<file path="src/design/capture_pkg.sv">
// Purpose: Shared constants and state types for the three-unit input capture block.
// Assumes: 32-bit Avalon-MM register port, byte addresses, one word per register.
// Notes: All control fields reset to zero; the bus answers with waitrequest held high.
package capture_pkg;
   localparam int NUM_UNITS = 3;
   localparam int FIFO_DEPTH = 4;
   localparam int CNT_W = 16;
   localparam int NUM_SYNC = 31;
   localparam int DIV_W = 8;
   localparam logic [2:0] FIFO_FULL = 3'h4;
   localparam logic [CNT_W-1:0] CNT_MAX = 16'hffff;
   localparam logic [4:0] SEL_NONE = 5'h00;
   // Register byte offsets inside one unit, and the global interrupt block
   localparam logic [5:0] OFS_CTRL_ONE = 6'h00;
   localparam logic [5:0] OFS_CTRL_TWO = 6'h04;
   localparam logic [5:0] OFS_BUFFER = 6'h08;
   localparam logic [5:0] OFS_STATUS = 6'h0c;
   localparam logic [5:0] OFS_IRQ_STAT = 6'h30;
   localparam logic [5:0] OFS_IRQ_EN = 6'h34;
   localparam logic [5:0] OFS_IRQ_CLR = 6'h38;
   // Field positions
   localparam int C1_ENABLE = 0;
   localparam int C1_CLK_LSB = 1;
   localparam int C1_EDGE_LSB = 4;
   localparam int C1_CASCADE = 6;
   localparam int C2_SYNC_LSB = 0;
   localparam int C2_TRIG_STAT = 6;
   localparam int C2_TRIG_SEL = 7;
   localparam int ST_LEVEL_LSB = 16;
   localparam int ST_OVERFLOW = 19;
   // Counter clock sources
   localparam logic [2:0] CLK_SYS = 3'h0;
   localparam logic [2:0] CLK_DIV4 = 3'h1;
   localparam logic [2:0] CLK_DIV16 = 3'h2;
   localparam logic [2:0] CLK_DIV64 = 3'h3;
   localparam logic [2:0] CLK_DIV256 = 3'h4;
   localparam logic [2:0] CLK_EXT = 3'h5;
   // Capture edge choices
   localparam logic [1:0] EDGE_OFF = 2'h0;
   localparam logic [1:0] EDGE_RISE = 2'h1;
   localparam logic [1:0] EDGE_FALL = 2'h2;
   localparam logic [1:0] EDGE_BOTH = 2'h3;

   typedef struct packed {
      logic enable;
      logic [2:0] clk_sel;
      logic [1:0] edge_sel;
      logic cascade;
      logic [4:0] sync_source_select;
      logic trigger_mode_select;
      logic trigger_status;
      logic [CNT_W-1:0] capture_counter;
      logic [FIFO_DEPTH-1:0][CNT_W-1:0] fifo;
      logic [1:0] wr_ptr;
      logic [1:0] rd_ptr;
      logic [2:0] level;
      logic overflow;
   } unit_s;

   typedef struct packed {
      unit_s [NUM_UNITS-1:0] unit;
      logic [DIV_W-1:0] div;
      logic [NUM_UNITS-1:0] pin_prev;
      logic [NUM_SYNC-1:0] sync_prev;
      logic [2*NUM_UNITS-1:0] irq_stat;
      logic [2*NUM_UNITS-1:0] irq_en;
      logic waitreq;
      logic [31:0] rdata;
      logic irq;
   } state_s;

   localparam state_s STATE_RESET = '{unit: '0, div: '0, pin_prev: '0, sync_prev: '0,
      irq_stat: '0, irq_en: '0, waitreq: 1'b1, rdata: '0, irq: 1'b0};
endpackage

</file>
<file path="src/design/input_capture_sync_trigger.sv">
// Purpose: Three input capture units with private 16-bit time bases and 4-entry FIFOs.
// Assumes: Pins and sync sources are synchronous to ref_clk_in; Avalon-MM slave.
// Notes: Units 0 and 1 may be cascaded into one 32-bit unit; unit 2 stays 16-bit.
// Overview of operation
// [RQ1] Three independent units, each own counter, FIFO
// [RQ2] Neighbour pair cascades into 32 bits, all modes
// [RQ3] Four-entry FIFO per unit keeps timestamps
// [RQ4] Counter clocked by one of six sources
// [RQ5] Free run counts up, wraps to zero
// [RQ6] Counter advances only on selected source ticks
// [RQ7] Each capture pushes present counter value
// [RQ8] Sync mode captures at once when enabled
// [RQ9] Sync mode: sync event resets the counter
// [RQ10] Trigger mode: counter waits for sync event
// [RQ11] Select zero, trigger clear: free running
// [RQ12] Nonzero select: sync or trigger mode
// [RQ13] Trigger select bit picks trigger over sync
// [RQ14] Select field names the sync/trigger source
// [RQ15] Thirty-one selectable sync/trigger sources
// [RQ16] Select zero, trigger set: software starts capture
// [RQ17] Waiting trigger holds zero, sets status
//
// Decided for this implementation: the Avalon-MM interface to the registers and the register offsets.
`timescale 1ns/1ps
`default_nettype none
module input_capture_sync_trigger
(
   // Clock and reset
   input wire logic ref_clk_in,
   input wire logic rst_in,
   // Avalon-MM slave
   input wire logic [5:0] avs_address_in,
   input wire logic avs_read_in,
   input wire logic avs_write_in,
   input wire logic [31:0] avs_writedata_in,
   input wire logic [3:0] avs_byteenable_in,
   output logic [31:0] avs_readdata_out,
   output logic avs_waitrequest_out,
   // Capture pins and time base sources
   input wire logic [capture_pkg::NUM_UNITS-1:0] capture_input_pin_in,
   input wire logic [capture_pkg::NUM_UNITS-1:0] ext_tick_in,
   input wire logic [capture_pkg::NUM_SYNC-1:0] sync_source_in,
   // Interrupt
   output logic irq_out
);

   capture_pkg::state_s st_q;
   capture_pkg::state_s st_d;
   capture_pkg::unit_s [capture_pkg::NUM_UNITS-1:0] ctl;
   capture_pkg::unit_s u0;
   logic [capture_pkg::NUM_UNITS-1:0] hi;
   logic [capture_pkg::NUM_UNITS-1:0] tick;
   logic [capture_pkg::NUM_UNITS-1:0] wrap;
   logic [capture_pkg::NUM_UNITS-1:0] cap;
   logic [capture_pkg::NUM_UNITS-1:0] sync_ev;
   logic [capture_pkg::NUM_UNITS-1:0] armed;
   logic [capture_pkg::NUM_UNITS-1:0] edge_hit;
   logic [capture_pkg::NUM_SYNC-1:0] sync_rise;
   logic [5:0] addr_w;
   logic [1:0] acc_unit;
   logic [5:0] acc_reg;
   logic unit_hit;
   logic req;
   logic accept;
   logic [31:0] rd_val;
   logic [31:0] wv;
   logic pin_now;
   logic pin_was;
   logic free0;
   int src;

   ////////////////////////////////////////////////////////////////////////////
   // Helpers

   // Six counter clock sources; codes above five never tick
   function automatic logic tick_of(input logic [2:0] sel, input logic [7:0] div,
                                    input logic ext);
      case (sel)
         capture_pkg::CLK_SYS: tick_of = 1'b1; // [RQ4]
         capture_pkg::CLK_DIV4: tick_of = &div[1:0];
         capture_pkg::CLK_DIV16: tick_of = &div[3:0];
         capture_pkg::CLK_DIV64: tick_of = &div[5:0];
         capture_pkg::CLK_DIV256: tick_of = &div;
         capture_pkg::CLK_EXT: tick_of = ext;
         default: tick_of = 1'b0;
      endcase
   endfunction

   // Byte-lane merge of a write into an old word
   function automatic logic [31:0] merge(input logic [31:0] old, input logic [31:0] wd,
                                         input logic [3:0] be);
      logic [31:0] r;
      r = old;
      for (int b = 0; b < 4; b++)
      begin
         if (be[b])
         begin
            r[8*b +: 8] = wd[8*b +: 8];
         end
      end
      return r;
   endfunction

   function automatic logic [31:0] pack_one(input capture_pkg::unit_s u);
      logic [31:0] r;
      r = '0;
      r[capture_pkg::C1_ENABLE] = u.enable;
      r[capture_pkg::C1_CLK_LSB +: 3] = u.clk_sel;
      r[capture_pkg::C1_EDGE_LSB +: 2] = u.edge_sel;
      r[capture_pkg::C1_CASCADE] = u.cascade;
      return r;
   endfunction

   function automatic logic [31:0] pack_two(input capture_pkg::unit_s u);
      logic [31:0] r;
      r = '0;
      r[capture_pkg::C2_SYNC_LSB +: 5] = u.sync_source_select;
      r[capture_pkg::C2_TRIG_STAT] = u.trigger_status;
      r[capture_pkg::C2_TRIG_SEL] = u.trigger_mode_select;
      return r;
   endfunction

   ////////////////////////////////////////////////////////////////////////////
   // Bus decode

   assign sync_rise = sync_source_in & ~st_q.sync_prev;
   assign addr_w = {avs_address_in[5:2], 2'b00};
   assign acc_unit = addr_w[5:4];
   assign acc_reg = {2'b00, addr_w[3:0]};
   assign unit_hit = (acc_unit < 2'(capture_pkg::NUM_UNITS));
   assign req = avs_read_in | avs_write_in;
   // A request completes at the edge where waitrequest is seen low
   assign accept = req & ~st_q.waitreq;

   ////////////////////////////////////////////////////////////////////////////
   // Next state

   always_comb
   begin
      st_d = st_q;
      ctl = st_q.unit;
      hi = '0;
      tick = '0;
      wrap = '0;
      cap = '0;
      sync_ev = '0;
      armed = '0;
      edge_hit = '0;
      rd_val = '0;
      wv = '0;
      pin_now = 1'b0;
      pin_was = 1'b0;
      src = 0;
      st_d.div = st_q.div + 8'h01;
      st_d.pin_prev = capture_input_pin_in;
      st_d.sync_prev = sync_source_in;

      // Read data is prepared in the wait cycle, so it is stable at the accept edge
      if (unit_hit)
      begin
         case (acc_reg)
            capture_pkg::OFS_CTRL_ONE: rd_val = pack_one(st_q.unit[acc_unit]);
            capture_pkg::OFS_CTRL_TWO: rd_val = pack_two(st_q.unit[acc_unit]);
            capture_pkg::OFS_BUFFER:
            begin
               if (st_q.unit[acc_unit].level != 3'h0)
               begin
                  rd_val[15:0] = st_q.unit[acc_unit].fifo[st_q.unit[acc_unit].rd_ptr];
               end
            end
            capture_pkg::OFS_STATUS:
            begin
               rd_val[15:0] = st_q.unit[acc_unit].capture_counter;
               rd_val[capture_pkg::ST_LEVEL_LSB +: 3] = st_q.unit[acc_unit].level;
               rd_val[capture_pkg::ST_OVERFLOW] = st_q.unit[acc_unit].overflow;
            end
            default: rd_val = '0;
         endcase
      end
      else if (addr_w == capture_pkg::OFS_IRQ_STAT)
      begin
         rd_val[5:0] = st_q.irq_stat;
      end
      else if (addr_w == capture_pkg::OFS_IRQ_EN)
      begin
         rd_val[5:0] = st_q.irq_en;
      end
      st_d.waitreq = ~(req & st_q.waitreq);
      if (req & st_q.waitreq)
      begin
         st_d.rdata = avs_read_in ? rd_val : 32'h0000_0000;
      end

      // Software side effects, applied before hardware so hardware sets win
      if (accept & avs_write_in)
      begin
         if (unit_hit)
         begin
            case (acc_reg)
               capture_pkg::OFS_CTRL_ONE:
               begin
                  wv = merge(pack_one(st_q.unit[acc_unit]), avs_writedata_in,
                             avs_byteenable_in);
                  st_d.unit[acc_unit].enable = wv[capture_pkg::C1_ENABLE];
                  st_d.unit[acc_unit].clk_sel = wv[capture_pkg::C1_CLK_LSB +: 3];
                  st_d.unit[acc_unit].edge_sel = wv[capture_pkg::C1_EDGE_LSB +: 2];
                  st_d.unit[acc_unit].cascade = wv[capture_pkg::C1_CASCADE];
               end
               capture_pkg::OFS_CTRL_TWO:
               begin
                  wv = merge(pack_two(st_q.unit[acc_unit]), avs_writedata_in,
                             avs_byteenable_in);
                  st_d.unit[acc_unit].sync_source_select = wv[capture_pkg::C2_SYNC_LSB +: 5];
                  st_d.unit[acc_unit].trigger_mode_select = wv[capture_pkg::C2_TRIG_SEL];
                  // Software start, or re-arm by writing zero
                  st_d.unit[acc_unit].trigger_status = wv[capture_pkg::C2_TRIG_STAT]; // [RQ16]
               end
               capture_pkg::OFS_STATUS:
               begin
                  wv = merge(32'h0000_0000, avs_writedata_in, avs_byteenable_in);
                  if (wv[capture_pkg::ST_OVERFLOW])
                  begin
                     st_d.unit[acc_unit].overflow = 1'b0;
                  end
               end
               default: wv = '0;
            endcase
         end
         else if (addr_w == capture_pkg::OFS_IRQ_EN)
         begin
            wv = merge({26'h0, st_q.irq_en}, avs_writedata_in, avs_byteenable_in);
            st_d.irq_en = wv[5:0];
         end
         else if (addr_w == capture_pkg::OFS_IRQ_CLR)
         begin
            wv = merge(32'h0000_0000, avs_writedata_in, avs_byteenable_in);
            st_d.irq_stat = st_q.irq_stat & ~wv[5:0];
         end
      end

      // Reading the buffer pops the oldest entry
      if (accept & avs_read_in & unit_hit & (acc_reg == capture_pkg::OFS_BUFFER))
      begin
         if (st_q.unit[acc_unit].level != 3'h0)
         begin
            st_d.unit[acc_unit].rd_ptr = st_q.unit[acc_unit].rd_ptr + 2'h1;
            st_d.unit[acc_unit].level = st_q.unit[acc_unit].level - 3'h1;
         end
      end

      // Units in ascending order so a high half sees its low half's carry
      for (int i = 0; i < capture_pkg::NUM_UNITS; i++) // [RQ1]
      begin
         hi[i] = (i % 2 == 1) && st_q.unit[i - (i % 2)].cascade; // [RQ2]
         src = hi[i] ? i - 1 : i;
         // A high half follows every setting and the pin of its low half
         ctl[i] = st_q.unit[src];
         pin_now = capture_input_pin_in[src];
         pin_was = st_q.pin_prev[src];
         // Nonzero select names one of 31 sources; zero means none
         sync_ev[i] = (ctl[i].sync_source_select != capture_pkg::SEL_NONE) &&
                      sync_rise[5'(ctl[i].sync_source_select - 5'h01)]; // [RQ12][RQ14][RQ15]
         // Sync and free modes run at once; trigger modes wait for status
         armed[i] = ~ctl[i].trigger_mode_select | ctl[i].trigger_status; // [RQ8][RQ11][RQ13]
         if (hi[i])
         begin
            tick[i] = wrap[src]; // [RQ2]
         end
         else
         begin
            tick[i] = ctl[i].enable &&
                      tick_of(ctl[i].clk_sel, st_q.div, ext_tick_in[i]); // [RQ4][RQ6]
         end
         wrap[i] = tick[i] && armed[i] &&
                   (st_q.unit[i].capture_counter == capture_pkg::CNT_MAX) &&
                   !(~ctl[i].trigger_mode_select && sync_ev[i]);
         case (ctl[i].edge_sel)
            capture_pkg::EDGE_RISE: edge_hit[i] = pin_now & ~pin_was;
            capture_pkg::EDGE_FALL: edge_hit[i] = ~pin_now & pin_was;
            capture_pkg::EDGE_BOTH: edge_hit[i] = pin_now ^ pin_was;
            default: edge_hit[i] = 1'b0;
         endcase
         cap[i] = ctl[i].enable & armed[i] & edge_hit[i]; // [RQ8][RQ16]

         if (ctl[i].trigger_mode_select & ~ctl[i].trigger_status)
         begin
            st_d.unit[i].capture_counter = '0; // [RQ10][RQ17]
         end
         else if (~ctl[i].trigger_mode_select & sync_ev[i])
         begin
            st_d.unit[i].capture_counter = '0; // [RQ9]
         end
         else if (tick[i])
         begin
            // Natural 16-bit wrap back to zero
            st_d.unit[i].capture_counter = st_q.unit[i].capture_counter + 16'h0001; // [RQ5][RQ6]
         end

         // Hardware trigger arms the unit and wins over a same-cycle clear
         if (!hi[i] && ctl[i].trigger_mode_select && sync_ev[i])
         begin
            st_d.unit[i].trigger_status = 1'b1; // [RQ10][RQ17]
         end

         if (cap[i])
         begin
            if (st_d.unit[i].level == capture_pkg::FIFO_FULL)
            begin
               // Full FIFO keeps its old entries and drops the new one
               st_d.unit[i].overflow = 1'b1; // [RQ3]
               st_d.irq_stat[capture_pkg::NUM_UNITS + i] = 1'b1;
            end
            else
            begin
               st_d.unit[i].fifo[st_q.unit[i].wr_ptr] = st_q.unit[i].capture_counter; // [RQ7]
               st_d.unit[i].wr_ptr = st_q.unit[i].wr_ptr + 2'h1;
               st_d.unit[i].level = st_d.unit[i].level + 3'h1; // [RQ3]
               st_d.irq_stat[i] = 1'b1;
            end
         end
      end
      st_d.irq = |(st_d.irq_stat & st_d.irq_en);
   end

   always_ff @(posedge ref_clk_in or posedge rst_in)
   begin
      if (rst_in)
      begin
         st_q <= capture_pkg::STATE_RESET;
      end
      else
      begin
         st_q <= st_d;
      end
   end

   assign avs_readdata_out = st_q.rdata;
   assign avs_waitrequest_out = st_q.waitreq;
   assign irq_out = st_q.irq;

   ////////////////////////////////////////////////////////////////////////////
   // Checks on unit 0 and on the bus handshake

   assign u0 = st_q.unit[0];
   assign free0 = (u0.sync_source_select == capture_pkg::SEL_NONE) & ~u0.trigger_mode_select;
endmodule
`default_nettype wire

</file>
<file path="config.mk">
export PLATFORM = sky130hd
export DESIGN_NAME = input_capture_sync_trigger
export DESIGN_NICKNAME = d
export VERILOG_FILES = /design/src/design/capture_pkg.sv /design/src/design/input_capture_sync_trigger.sv
export SDC_FILE = /design/constraint.sdc
export NUM_CORES = 1
export LEC_CHECK = 0
export ABC_AREA = 1
export ABC_CLOCK_PERIOD_IN_PS = 22100
export BUFFER_PORTS_ARGS = -buffer_cell sky130_fd_sc_hd__buf_2
export CELL_PAD_IN_SITES_DETAIL_PLACEMENT = 0
export CELL_PAD_IN_SITES_GLOBAL_PLACEMENT = 1
export CORE_MARGIN = 4
export CORE_UTILIZATION = 30
export CTS_BUF_LIST = sky130_fd_sc_hd__clkbuf_8
export DETAILED_ROUTE_END_ITERATION = 10
export PLACE_DENSITY = 0.64
export SLEW_MARGIN = 30
export SYNTH_ARGS = -nofsm -noshare
export SYNTH_HDL_FRONTEND = slang
export SYNTH_SLANG_ARGS = --single-unit
</file>
<file path="constraint.sdc">
create_clock -name ref_clk_in -period 22.1 [get_ports ref_clk_in]
set_input_delay 3.315 -clock ref_clk_in [delete_from_list [all_inputs] [get_ports ref_clk_in]]
set_output_delay 3.315 -clock ref_clk_in [all_outputs]
set_load 0.02 [all_outputs]
</file>
==> impl_metrics.csv <==
group,metric,value,unit
timing,skew,0.0469,ns
timing,relSlewSlack,39.0,%
timing,grt_setup_unrepaired,"false",
critical_path,critPathBufInv,8,
routing,routed_wl,72200,um
finish,final_area,22700,um^2
critical_path,critPathSlowestCell,"buf_4",
placement,hpwl,47600,um
logic_synthesis,syn_avg_cell_area,7.73,um^2
finish,fin_util,33.7,%
cts,clk_pin_slew,0.06,ns
logic_synthesis,netlist_area,20400,um^2
cts,postCtsHoldBufs,0,
placement,port_buffers,77,
cts,htree_levels,3,
placement,gp_congestion,0.827,
critical_path,cp.arrival,8.35,ns
critical_path,endpoint_kind,"flop",
cts,ctsResizeCount,0,
routing,drtPass1Iterations,6,
finish,final_cells,3601,
logic_synthesis,syn_inst,2641,
critical_path,cp_common_cell,"nand2_2",
placement,dp.cells,3472,
timing,final_max_slew_viol_count,0,
routing,drtIter0Drc,1594,
timing,setup_viol,0,
timing,tightest_slew,0.912,ns
power_and_ir_drop,total_power,2.22,mW
critical_path,crit_family,"simple AND/OR/NAND/NOR gates",
critical_path,worst-path-max-fanout,46,
logic_synthesis,muxShareOfSynthArea,0.0552,%
cts,cts_sinks,382,
logic_synthesis,async_flop_share,100,%
routing,drc,0,
timing,hold_viol_final,0,
logic_synthesis,synth-seq-cells,382,
finish,syn_to_final_growth,11.2,%
timing,period_share,35.2,%
logic_synthesis,synth_top_family_by_area,"simple AND/OR/NAND/NOR gates",
critical_path,crit_chain,"buf_2, inv_1, nand2_1, inv_2, buf_4, buf_4, nand2_1, nand3_1, inv_1, ha_1, ha_1, nor2_8, nand2_2, nor2_8, nand2_4, o21ai_0, inv_1, ha_1, nand2_2, nand2_2, inv_4, nand2_2, o21ai_0",
die,start_util,30.3,%
run_status,status,"complete, no violations",
cts,root_buffer,"clkbuf_8",
timing,max_freq,128,MHz
critical_path,cpPeakStageDelay,0.65,ns
die,core-area,67300,um^2
logic_synthesis,synth.distinct_cells,57,
logic_synthesis,yosys.area.top_type_share,46.7,%
critical_path,startpoint_type,"primary input",
die,fp.dieH,269,um
finish,fill_cells,7173,
global_routing,grt_pass1_wl,110000,um
die,dieArea,72300,um^2
logic_synthesis,synth-edff-count,0,
routing,via_count,18280,
logic_synthesis,ys_seq_area_share,46.9,%
critical_path,worstSetupPathType,"in2reg",
power_and_ir_drop,ir_worst_vdd,0.0448,mV
cts,clk_path_buf_depth,3,
cts,clk_latency,0.67,ns
cts,cts_setup_buffers,0,
power_and_ir_drop,p_leak,10.6,nW
routing,vias_per_cell,5.08,
finish,layout-drive-gt1-share,9.72,%
finish,multiInputGateArea,9150,um^2
logic_synthesis,synth-adder-area-share,2.02,%
global_routing,gr-total-overflow,0,
logic_synthesis,synthFlopType,"dfrtp_1",
global_routing,track_usage,19.9,%
global_routing,grt_max_degree,180,
critical_path,crit_required,22.66,ns
routing,wl_per_cell,20.0,um
cts,cts_tree,"yes",
timing,layout_min_cycle_time,7.79,ns
critical_path,regToRegSetupSlack,17.73,ns
finish,ff_latch_area,9560,um^2
logic_synthesis,netlist.top_cell.by_area,"dfrtp_1",
logic_synthesis,synth_compound_area_share,13.8,%
logic_synthesis,yosys.area_share.simple,26.9,%
die,rows,95,
power_and_ir_drop,power_density,97.7,nW/um^2
cts,cts_buffers,74,
finish,num-nets-final,2792,
logic_synthesis,synthXorXnorAreaFrac,1.80,%
global_routing,antenna_found_initial,1,
logic_synthesis,yosysWarnings,0,
routing,drtAntennaViolNets,0,
placement,place_area,21300,um^2
logic_synthesis,synth_area_leaders,"dfrtp_1, nand2_1, o21ai_0",
worst_hold_path,worst_hold_path_type,"reg2reg",
timing,tns,0,ns
global_routing,grt_pass1_vias,17865,
die,boundaryPins,117,
die,die_width,269,um
run,cap_violations,0,
Yosys cell counts, types with 2 or more instances:
master and number:
nand3b_1 9, buf_1 9, ha_1 33, inv_2 16
nor2_4 2, o21a_1 2, nand4_1 34, nor3_1 23
inv_1 223, o21ai_1 51, buf_4 40, nor2_2 6
dfrtp_1 381, clkbuf_1 34, o21ai_2 4, nand3_1 223
nor2_1 113, o22ai_1 25, xor2_1 35, xnor2_1 5
a21boi_0 4, nor4_1 7, buf_6 5, a221oi_1 2
o211ai_1 24, a211oi_1 7, nand2_4 5, inv_4 3
a22oi_1 9, nand2_2 26, buf_2 58, o21ai_0 278
o2111ai_1 7, nor2_8 2, a2111oi_0 5, or2_1 2
clkinv_1 5, a21oi_1 50, a31oi_1 6, o221ai_1 17
nand2_1 835
worst paths after layout:
kind / end / from / cells past startpoint
max: ctl[56]$_DFF_PP0_ / avs_address_in[4] / 23
min: st_q[80]$_DFF_PP0_ / st_q[80]$_DFF_PP0_ / 1
max reg2reg: st_q[277]$_DFFE_PP0P_ / ctl[95]$_DFFE_PP0P_ / 18
min reg2reg: st_q[80]$_DFF_PP0_ / st_q[80]$_DFF_PP0_ / 1
max in group asynchronous: st_q[238]$_DFF_PP0_ / rst_in / 4
min in group asynchronous: st_q[70]$_DFF_PP0_ / rst_in / 2
layout make-up:
type,instances,area share [%]
flip-flops and latches,382,42.1
well taps,873,4.82
diodes,1,0.0110
clock buffers,86,5.22
clock inverters,41,0.921
inverters,247,4.15
multi-input cells,1877,40.3
repair buffers,94,2.40
per-layer routing:
layer  vias up  routed length (um)  global-route usage, %
li1       8695                   -                      -
met1      8941               33400                   27.7
met2       555               33200                   32.1
met3        89                4080                   3.47
met4         0                1530                   5.35
met5         -                   0                      0
through the flow:
stage                     setup WS, ns  hold WS, ns
final                            14.31        0.452
after floorplan                   8.17        0.422
after global placement           13.74        0.436
after detailed placement         13.67        0.447
after CTS                        14.37        0.454
after global routing             13.83        0.481
cells by family (layout without fill, tap and decap cells):
family,count (synthesis),after routing
compound gates,498,498
buf+inv,393,468
fa+ha+maj,33,33
simple gates,1292,1292
other cells,1,13
mux,1,1
flops,382,382
xor+xnor,41,41
cell usage in the layout (no fill, tap or decap), types with 5 or more instances in the layout:
master       n
nand3_1    223
o2111ai_1    7
buf_2       77
a22oi_1      9
buf_4       15
a31oi_1      6
clkinv_1     5
o21ai_1     51
nand2_2     26
nand2_4      5
nand3b_1     9
nor4_1       7
a21oi_1     50
xnor2_1      5
inv_2       17
o22ai_1     25
conb_1      12
a2111oi_0    5
nor2_2       5
nand4_1     34
o211ai_1    24
clkinv_2     5
inv_1      252
nor2_1     113
o21ai_0    278
nand2_1    835
nor3_1      23
xor2_1      35
clkbuf_8    86
a211oi_1     7
dfrtp_1    381
o221ai_1    17
ha_1        33
where the power goes:
part	internal [mW]	switching (mW)
Combinational	0.178	0.468
Clock	0.355	0.330
Sequential	0.807	0.0774
Total	1.34	0.876
state kept, by name, indices dropped and copies added, names as in the netlist:
name                 count
irq_out                  1
ctl                    204
pin_was                  1
avs_waitrequest_out      1
avs_readdata_out        20
st_q                   155
No activity file was read; power rests on OpenSTA's default activity.
